**src/pkg/icam_defines.vh**
```
// Register map, reset values and field positions of the channel mask bank
`ifndef ICAM_DEFINES_VH
`define ICAM_DEFINES_VH

// Byte offsets on the register bus
`define ICAM_OFS_MASK_UPPER   12'h0B4
`define ICAM_OFS_MASK_LOWER   12'h0B8
`define ICAM_OFS_CONTROL      12'h0C0
`define ICAM_OFS_STATUS       12'h0C4

// Reset value of both mask registers
`define ICAM_MASK_RESET       32'hFFFF_FFFF

// Control register fields
`define ICAM_CTRL_SOFT_RESET  0

// Status register fields
`define ICAM_STAT_CAUSE_LSB   0
`define ICAM_STAT_CAUSE_MSB   2
`define ICAM_STAT_COUNT_LSB   8
`define ICAM_STAT_COUNT_MSB   15

// Load causes, one bit per source
`define ICAM_CAUSE_GLOBAL     0
`define ICAM_CAUSE_HOST_BUS   1
`define ICAM_CAUSE_SERIAL_BUS 2
`define ICAM_NUM_CAUSES       3

`endif

```
**src/icam_regs.v**
```verilog
// Initial channel mask register bank with APB slave and CSR load path
//
// Functional notes
// - Hardware or software reset sets masks all ones
// - Serial-bus reset leaves both mask registers unchanged
// - Any reset event copies upper mask to CSR
// - Any reset event copies lower mask to CSR
`timescale 1ns/100ps
`default_nettype none
`include "icam_defines.vh"

module icam_regs #(
  parameter AW = 12,
  parameter CW = 8
) (
  // Clock and reset
  input  wire          pclk,
  input  wire          presetn,
  // APB slave
  input  wire          psel,
  input  wire          penable,
  input  wire          pwrite,
  input  wire [AW-1:0] paddr,
  input  wire [31:0]   pwdata,
  input  wire [3:0]    pstrb,
  output reg  [31:0]   prdata,
  output wire          pready,
  output reg           pslverr,
  // Reset event levels, active high
  input  wire          global_reset_input,
  input  wire          host_bus_reset_input,
  input  wire          serial_bus_reset,
  // Bus-management channels-available CSR load path
  output reg  [31:0]   csr_chan_avail_upper,
  output reg  [31:0]   csr_chan_avail_lower,
  output reg           csr_chan_avail_load
);

  // Register index decode, used for reads and writes
  localparam SEL_NONE  = 4'b0000;
  localparam SEL_UPPER = 4'b0001;
  localparam SEL_LOWER = 4'b0010;
  localparam SEL_CTRL  = 4'b0100;
  localparam SEL_STAT  = 4'b1000;

  function [3:0] icam_decode;
    input [AW-1:0] addr;
    begin
      case (addr)
        `ICAM_OFS_MASK_UPPER: icam_decode = SEL_UPPER;
        `ICAM_OFS_MASK_LOWER: icam_decode = SEL_LOWER;
        `ICAM_OFS_CONTROL:    icam_decode = SEL_CTRL;
        `ICAM_OFS_STATUS:     icam_decode = SEL_STAT;
        default:              icam_decode = SEL_NONE;
      endcase
    end
  endfunction

  // Byte-lane merge of write data into an old value
  function [31:0] icam_merge;
    input [31:0] old_val;
    input [31:0] new_val;
    input [3:0]  strb;
    integer k;
    begin
      icam_merge = old_val;
      for (k = 0; k < 4; k = k + 1) begin
        if (strb[k]) begin
          icam_merge[k*8 +: 8] = new_val[k*8 +: 8];
        end
      end
    end
  endfunction

  reg  [31:0]                  initial_channel_mask_upper;
  reg  [31:0]                  initial_channel_mask_lower;
  reg  [`ICAM_NUM_CAUSES-1:0]  last_cause;
  reg  [CW-1:0]                load_count;
  wire [`ICAM_NUM_CAUSES-1:0]  event_pulse;
  wire [3:0]                   sel;
  wire                         setup_phase;
  wire                         write_access;
  wire                         soft_reset;
  wire                         load_event;
  reg  [31:0]                  next_prdata;
  reg                          next_pslverr;

  // Edge detection of the three reset sources
  icam_reset_event #(
    .N (`ICAM_NUM_CAUSES)
  ) u_event (
    .pclk       (pclk),
    .presetn    (presetn),
    .level_in   ({serial_bus_reset, host_bus_reset_input,
                  global_reset_input}),
    .edge_pulse (event_pulse)
  );

  // Bus phase qualifiers; every access completes with no wait state
  assign sel          = icam_decode(paddr);
  assign setup_phase  = psel & ~penable;
  assign write_access = psel & penable & pwrite & ~pslverr;
  assign pready       = 1'b1;
  assign soft_reset   = write_access & sel[2] & pstrb[0] &
                        pwdata[`ICAM_CTRL_SOFT_RESET];
  assign load_event   = |event_pulse;

  // Mask registers: reset to all ones, untouched by bus-reset events
  always @(posedge pclk or negedge presetn) begin
    if (!presetn) begin
      initial_channel_mask_upper <= `ICAM_MASK_RESET;
      initial_channel_mask_lower <= `ICAM_MASK_RESET;
    end else if (soft_reset) begin
      initial_channel_mask_upper <= `ICAM_MASK_RESET;
      initial_channel_mask_lower <= `ICAM_MASK_RESET;
    end else if (write_access) begin
      // No reset event touches these, only writes do
      if (sel[0]) begin
        initial_channel_mask_upper <= icam_merge(
          initial_channel_mask_upper, pwdata, pstrb);
      end
      if (sel[1]) begin
        initial_channel_mask_lower <= icam_merge(
          initial_channel_mask_lower, pwdata, pstrb);
      end
    end
  end

  // Copy of both masks into the CSR pair on any reset event
  always @(posedge pclk or negedge presetn) begin
    if (!presetn) begin
      csr_chan_avail_upper <= `ICAM_MASK_RESET;
      csr_chan_avail_lower <= `ICAM_MASK_RESET;
      csr_chan_avail_load  <= 1'b0;
    end else begin
      csr_chan_avail_load <= load_event;
      if (load_event) begin
        csr_chan_avail_upper <= initial_channel_mask_upper;
        csr_chan_avail_lower <= initial_channel_mask_lower;
      end
    end
  end

  // Status: cause of the last load and a wrapping load count
  always @(posedge pclk or negedge presetn) begin
    if (!presetn) begin
      last_cause <= {`ICAM_NUM_CAUSES{1'b0}};
      load_count <= {CW{1'b0}};
    end else if (load_event) begin
      last_cause <= event_pulse;
      load_count <= load_count + {{(CW-1){1'b0}}, 1'b1};
    end
  end

  // Read data and error chosen in the setup cycle
  always @* begin
    next_prdata  = 32'h0000_0000;
    next_pslverr = 1'b0;
    case (sel)
      SEL_UPPER: next_prdata = initial_channel_mask_upper;
      SEL_LOWER: next_prdata = initial_channel_mask_lower;
      SEL_CTRL:  next_prdata = 32'h0000_0000;
      SEL_STAT: begin
        next_prdata[`ICAM_STAT_CAUSE_MSB:`ICAM_STAT_CAUSE_LSB] =
          last_cause;
        next_prdata[`ICAM_STAT_COUNT_MSB:`ICAM_STAT_COUNT_LSB] =
          load_count;
      end
      default:   next_pslverr = 1'b1;
    endcase
    if (pwrite && sel == SEL_STAT) begin
      next_pslverr = 1'b1; // Status is read-only
    end
  end

  // Registered read data, stable through the access phase
  always @(posedge pclk or negedge presetn) begin
    if (!presetn) begin
      prdata  <= 32'h0000_0000;
      pslverr <= 1'b0;
    end else if (setup_phase) begin
      prdata  <= pwrite ? 32'h0000_0000 : next_prdata;
      pslverr <= next_pslverr;
    end else if (!psel) begin
      pslverr <= 1'b0;
    end
  end

endmodule // icam_regs

`default_nettype wire

```
**src/icam_reset_event.v**
```verilog
// Rising-edge detectors turning reset levels into one-cycle load pulses
`timescale 1ns/100ps
`default_nettype none

module icam_reset_event #(
  parameter N = 3
) (
  // Clock and reset
  input  wire         pclk,
  input  wire         presetn,
  // Reset levels, active high
  input  wire [N-1:0] level_in,
  // One-cycle pulse on each rising edge
  output wire [N-1:0] edge_pulse
);

  reg [N-1:0] level_prev;

  genvar i;
  generate
    for (i = 0; i < N; i = i + 1) begin : g_edge
      // Previous level; zero so a level high at release counts as an edge
      always @(posedge pclk or negedge presetn) begin
        if (!presetn) begin
          level_prev[i] <= 1'b0;
        end else begin
          level_prev[i] <= level_in[i];
        end
      end
      assign edge_pulse[i] = level_in[i] & ~level_prev[i];
    end
  endgenerate

endmodule // icam_reset_event

`default_nettype wire

```
**config.mk**
```make
export PLATFORM = sky130hd
export DESIGN_NAME = icam_regs
export DESIGN_NICKNAME = d
export VERILOG_FILES = /design/src/icam_regs.v /design/src/icam_reset_event.v
export VERILOG_INCLUDE_DIRS = /design/src /design/src/pkg
export SDC_FILE = /design/constraint.sdc
export NUM_CORES = 1
export LEC_CHECK = 0
export ABC_AREA = 1
export BUFFER_PORTS_ARGS = -buffer_cell sky130_fd_sc_hd__clkbuf_2
export CORE_MARGIN = 2
export CORE_UTILIZATION = 60
export CTS_CLUSTER_DIAMETER = 60
export CTS_CLUSTER_SIZE = 24
export DETAILED_ROUTE_END_ITERATION = 7
export PLACE_DENSITY_LB_ADDON = 0.2
export SYNTH_ARGS = -nofsm -noshare
export SYNTH_HDL_FRONTEND = slang
export SYNTH_SLANG_ARGS = --single-unit
export TNS_END_PERCENT = 50
```
**constraint.sdc**
```tcl
create_clock -name pclk -period 3.7 [get_ports pclk]
set_input_delay 0.185 -clock pclk [delete_from_list [all_inputs] [get_ports pclk]]
set_output_delay 0.185 -clock pclk [all_outputs]
set_load 0.005 [all_outputs]
```
==> results of run 1 <==
## state kept, by name, indices dropped and copies added (netlist names)
signal	cells
initial_channel_mask_upper	32
load_count	8
pslverr	1
csr_chan_avail_lower	32
last_cause	3
initial_channel_mask_lower	32
csr_chan_avail_upper	32
prdata	32
u_event.level_prev	3
csr_chan_avail_load	1
## power by group through the flow
stage / sequential [mW] / clock [mW] / combinational [mW]
floorplan: 2.04 / 0 / 0.178
global placement: 2.05 / 0 / 0.282
detailed placement: 2.05 / 0 / 0.286
CTS: 2.03 / 1.87 / 0.291
global route: 2.03 / 1.97 / 0.329
finish: 2.03 / 1.85 / 0.291
## layer usage
metal / GRT usage [%] / share of wire [%] / vias up
li1: - / - / 3288
met1: 42.1 / 45 / 3246
met2: 42.4 / 46 / 277
met3: 4.99 / 7.2 / 30
met4: 11.9 / 2.3 / 0
met5: 0 / 0 / -
## cell usage in the layout (no fill, tap or decap), drive strengths merged
cell	synthesis	routed
a21boi	1	1
xor2	6	6
nand3	106	106
dfrtp	48	48
nand4	14	14
inv	94	96
nor3	4	4
clkinvlp	0	2
nor2	58	58
clkinv	0	6
nand3b	1	1
xnor2	1	1
buf	29	11
dlygate4sd3	0	5
conb	1	1
nand2	389	389
bufinv	0	3
o21ai	66	66
dfstp	128	128
ha	1	1
clkbuf	20	171
## cells by family (layout without fill, tap and decap cells)
group	Yosys count	after routing
buf+inv	143	294
simple gates	572	572
fa+ha+maj	1	1
xor+xnor	7	7
other cells	1	1
compound gates	67	67
flops	176	176
## cell type report
| cell class | instances | area, sq um |
|---|---|---|
| fillers | 1044 | 3670 |
| clock inverters | 13 | 160 |
| well taps | 176 | 220 |
| repair buffers | 168 | 897 |
| clock buffers | 19 | 453 |
| multi-input cells | 648 | 2870 |
| flip-flops and latches | 176 | 4560 |
| inverters | 94 | 353 |
## worst paths after layout
| path | startpoint | endpoint | slack [ps] | cells after the start |
|---|---|---|---|---|
| min in group asynchronous | presetn | csr_chan_avail_load | 420 | 2 |
| min reg2reg | csr_chan_avail_lower[10] | csr_chan_avail_lower[10] | 460 | 2 |
| max | pwdata[0] | initial_channel_mask_upper[17] | 1430 | 10 |
| max reg2reg | pslverr | initial_channel_mask_upper[17] | 1490 | 7 |
| max in group asynchronous | presetn | initial_channel_mask_upper[24] | 2280 | 3 |
| min | penable | pslverr | 5 | 3 |
## worst max-delay path, cell delays in order
cell	delay (ps)
dlygate4sd3_1	520
clkbuf_2	150
nand2_1	70
nor3_1	220
nand3_2	460
buf_4	440
nand2_8	230
nand2_2	180
nand2_1	120
nand2_1	60
## per-stage QoR
stage | setup WS (ps) | area, sq um | std cells
6_report | 1430 | 9520 | 1294
5_1_grt | 1170 | 9520 | 1294
2_1_floorplan | 2420 | 8080 | 967
3_3_place_gp | 1340 | 8850 | 1257
3_5_place_dp | 1290 | 8850 | 1257
4_1_cts | 1430 | 9520 | 1294
==> out/summary.txt, run 1 <==
GPL Wtd Cong = 0.942
Site Rows = 42
via count = 6841
xor/xnor cell area share of the yosys netlist = 0.759%
worst slew pin tran = 962 ps
#FFs+latches synth = 176
NetSw = 0.999 mW
First DRT Iteration DRCs = 611
max frequency = 0.440 GHz
share of cells above drive strength 1 = 30.9%
initial core utilization = 61.3%
Clock Power Share = 44.4%
post-synthesis instance total = 967
Syn Area/Cell = 8.36 sq um
vias in the first global route = 6453
total gr overflow = 0
Num CTS Buffers = 17
Hold Fails Final Rpt = 0
Compound-Gate Fraction of Synth Area = 4.18%
TritonCTS clock tree = yes
full die area = 14400 sq um
Die Y = 120 um
area leader, netlist = dfstp_2
Max-slew headroom = 35.9%
Clock Skew = 12.1 ps
Total Negative Setup Slacks = 0 ps
total iterations of the first detailed-routing run = 5
most frequent cell after synthesis = nand2_1
antenna diode count = 0
final setup fails = 0
Post-Synth Adder-Cell Area = 0.155%
power per cell area = 438 nW/um^2
hold_ws = 4.72 ps
RSZ-0062 raised after global routing = false
H-Tree Depth = 4
Critical Path AT = 2630 ps
CTS clk-pin slew, worst paths = 60 ps
clk sinks = 176
Clk Latency, worst-skew pair = 440 ps
syn_nets = 1024
Simple-Gate Fraction of Synth Area = 30.3%
initial antenna violation count = 0
final period utilization = 61.4%
# nets final = 1162
Seq/Total Area, Yosys = 56.5%
Post-CTS Setup Inserts = 0
critical path required time = 4060 ps
global-route wire length before repair = 32300 um
Syn Std Cell Area = 8080 sq um
vias per cell = 5.29
total chip power = 4.17 mW
Core Area = 13200 sq um
CTS resizes = 0
final core utilization = 72.2%
maximum vdd ir drop = 0.000298 V
Final Critical Period = 2270 ps
routed length per instance = 15.1 um
largest family of logic cells by synthesized area = simple AND/OR/NAND/NOR gates
clk buf depth = 2
most frequent cells after synthesis = 375 x nand2_1, 128 x dfstp_2, 106 x nand3_1, 92 x inv_1, 56 x o21ai_0
Root Driver = clkbuf_16
largest cells by area after synthesis = dfstp_2 42%, nand2_1 17%, dfrtp_1 15%
Yosys warnings = 0
Top FF cell, synth = dfstp_2
Reg power frac = 48.6%
Hold-fix buffers, CTS = 5
mux cell area share after synthesis = 0%
crit path kind = in2reg
Startpoint Class = primary input
# IOs = 155
total length of routed wires = 19500 um
synth unique cells = 26
min-delay worst type = in2reg
Slew Limit Fails = 0
I/O Buffers = 153
width of the die = 120 um
P_leak = 4.78 nW
CP Capture Type = flop
DRT antenna net count = 0
share of the synthesized area in the top cell type = 41.6%
async set-reset flop share out of synthesis = 100%
Post-route DRC = 0
gr usage total = 28.7%
Switching Share = 23.9%
internal power = 3.17 mW
dpl hpwl = 13300 um
status = finished clean
Area Overhead vs Synth = 17.8%
largest net degree at the start of global routing = 111
CP max FO = 35
Gate power share = 7.0%
max cap viols = 0
Post-synth EDFFs = 0
No activity file was read; power rests on OpenSTA's default activity.
==> run 2, diff against run 1 <==
--- a/config.mk
+++ b/config.mk
@@ -9,7 +9,7 @@
 export ABC_AREA = 1
 export BUFFER_PORTS_ARGS = -buffer_cell sky130_fd_sc_hd__clkbuf_2
 export CORE_MARGIN = 2
-export CORE_UTILIZATION = 60
+export CORE_UTILIZATION = 56
 export CTS_CLUSTER_DIAMETER = 60
 export CTS_CLUSTER_SIZE = 24
 export DETAILED_ROUTE_END_ITERATION = 7
==> constraint.sdc (replaced) <==
create_clock -name pclk -period 2.2 [get_ports pclk]
set_input_delay 0.11 -clock pclk [delete_from_list [all_inputs] [get_ports pclk]]
set_output_delay 0.11 -clock pclk [all_outputs]
set_load 0.005 [all_outputs]
==> run 2 against run 1 <==
Effect of this change: clock power up 52%; cell count grew 1.7%; count of clock-buffer cells in the layout rose by 3; critical path type is now reg2reg; largest cell class unchanged; non-clock buffer count increased by 18.
==> out/summary.txt, run 2 (synthesis results as in run 1) <==
status = finished clean
First DRT Iteration DRCs = 521
Max-slew headroom = 60.8%
Area Overhead vs Synth = 19.5%
hold path endpoint = initial_channel_mask_lower[22]
global-route wire length before repair = 31200 um
Final Critical Period = 1880 ps
Clock Power Share = 41.8%
fin cells = 1316
final setup fails = 0
DP Area = 8950 sq um
total gr overflow = 0
GPL Wtd Cong = 0.928
vias per cell = 5.14
Startpoint Class = flop
Root Driver = clkbuf_16
r2r worst-path depth = 7
max cap viols = 0
H-Tree Depth = 4
total length of routed wires = 19700 um
TritonCTS clock tree = yes
maximum vdd ir drop = 0.000584 V
routed length per instance = 15.0 um
total iterations of the first detailed-routing run = 5
width of the die = 124 um
Crit path max-delay family = simple AND/OR/NAND/NOR gates
Die Y = 124 um
Switching Share = 25.0%
Worst Hold Depth = 5
Hold Fails Final Rpt = 0
# IOs = 155
commonest cells after routing, fill and taps aside = 375 x nand2_1, 152 x clkbuf_2, 128 x dfstp_2
Reg power frac = 50.6%
max frequency = 0.531 GHz
I/O Buffers = 153
Place WS = 364 ps
most common cell after layout, fill and taps aside = nand2_1
clk buf depth = 2
CTS clk-pin slew, worst paths = 70 ps
Site Rows = 43
Post-route DRC = 0
Total Negative Setup Slacks = 0 ps
Worst path most repeated cell = nand2_1
initial core utilization = 57.8%
DRT antenna net count = 0
initial antenna violation count = 0
min-delay worst type = in2reg
final period utilization = 85.6%
Clock Skew = 10.0 ps
CP Cell Sequence = nor3_1 -> nand3_2 -> buf_4 -> nand2_8 -> nand2_2 -> nand2_1 -> nand2_1
R2R Path Start = pslverr
Hold Path Origin = pwdata[22]
clk sinks = 176
Critical Path AT = 2260 ps
Clk Latency, worst-skew pair = 430 ps
# nets final = 1180
Max stage delay on crit path = 490 ps
NetSw = 1.68 mW
gr usage total = 26.7%
via count = 6761
post-route worst setup slack = 316 ps
r2r endpoint = initial_channel_mask_lower[24]
CP max FO = 37
CP Capture Type = flop
Slew Limit Fails = 0
power per cell area = 698 nW/um^2
full die area = 15400 sq um
Gate power share = 7.6%
final core utilization = 69.1%
Core Area = 14000 sq um
P_leak = 4.84 nW
Num CTS Buffers = 17
RSZ-0062 raised after global routing = false
antenna diode count = 0
vias in the first global route = 6304
placed cell count = 1269
worst slew pin tran = 587 ps
share of cells above drive strength 1 = 30.9%
internal power = 5.06 mW
critical path required time = 2570 ps
WP buf/inv = 1
final instance area = 9660 sq um
crit path kind = reg2reg
largest net degree at the start of global routing = 85
CP max stage cell = buf_4
dpl hpwl = 13600 um
flop-to-flop setup slack = 320 ps
## run 2: what timing repair did
item | in CTS | in global routing
hold endpoints to repair | 48 | 0
setup buffers | 0 | 0
hold buffers | 15 | 0
resized for setup | 0 | 0
## run 2: power by group through the flow
stage / clock, mW / combinational, mW / sequential [mW]
after floorplan: 0 / 0.299 / 3.44
after global placement: 0 / 0.482 / 3.46
after detailed placement: 0 / 0.493 / 3.46
after CTS: 2.86 / 0.517 / 3.41
after global routing: 3.00 / 0.582 / 3.42
final: 2.82 / 0.514 / 3.41
## run 2: final cells by class
type	count	area, sq um
Fill cell	1158	4330
Clock inverter	10	80.1
Clock buffer	22	474
Multi-Input combinational cell	648	2870
Tap cell	180	225
Sequential cell	176	4560
Timing Repair Buffer	186	1090
Inverter	94	353
## run 2: worst max-delay path by stage
stage                  from                              to  slack [ps]  cells past startpoint
floorplan           pslverr   initial_channel_mask_lower[0]         920                      7
detailed placement  pslverr  initial_channel_mask_lower[23]         360                      7
global placement    pslverr  initial_channel_mask_lower[22]         410                      7
finish              pslverr  initial_channel_mask_lower[24]         320                      7
global route        penable   initial_channel_mask_lower[7]         200                     10
CTS                 pslverr  initial_channel_mask_lower[24]         340                      7
## run 2: through the flow
stage	hold slack (ps)	total power, mW
2_1_floorplan	-186	3.74
3_3_place_gp	127	3.94
3_5_place_dp	125	3.95
4_1_cts	0.409	6.79
5_1_grt	13.4	7.01
6_report	10.0	6.74
## run 2: tightest hold or removal path, delay by kind of cell
| kind | cells | cell delay, ps |
|---|---|---|
| AND/OR/NAND/NOR | 3 | 190 |
| buffers and inverters | 2 | 140 |
## run 2: metal layers
metal | GRT usage [%] | part of all wire [%]
met1 | 39.0 | 47
met2 | 40.2 | 45
met3 | 5.04 | 5.4
met4 | 9.41 | 2.2
met5 | 0 | 0
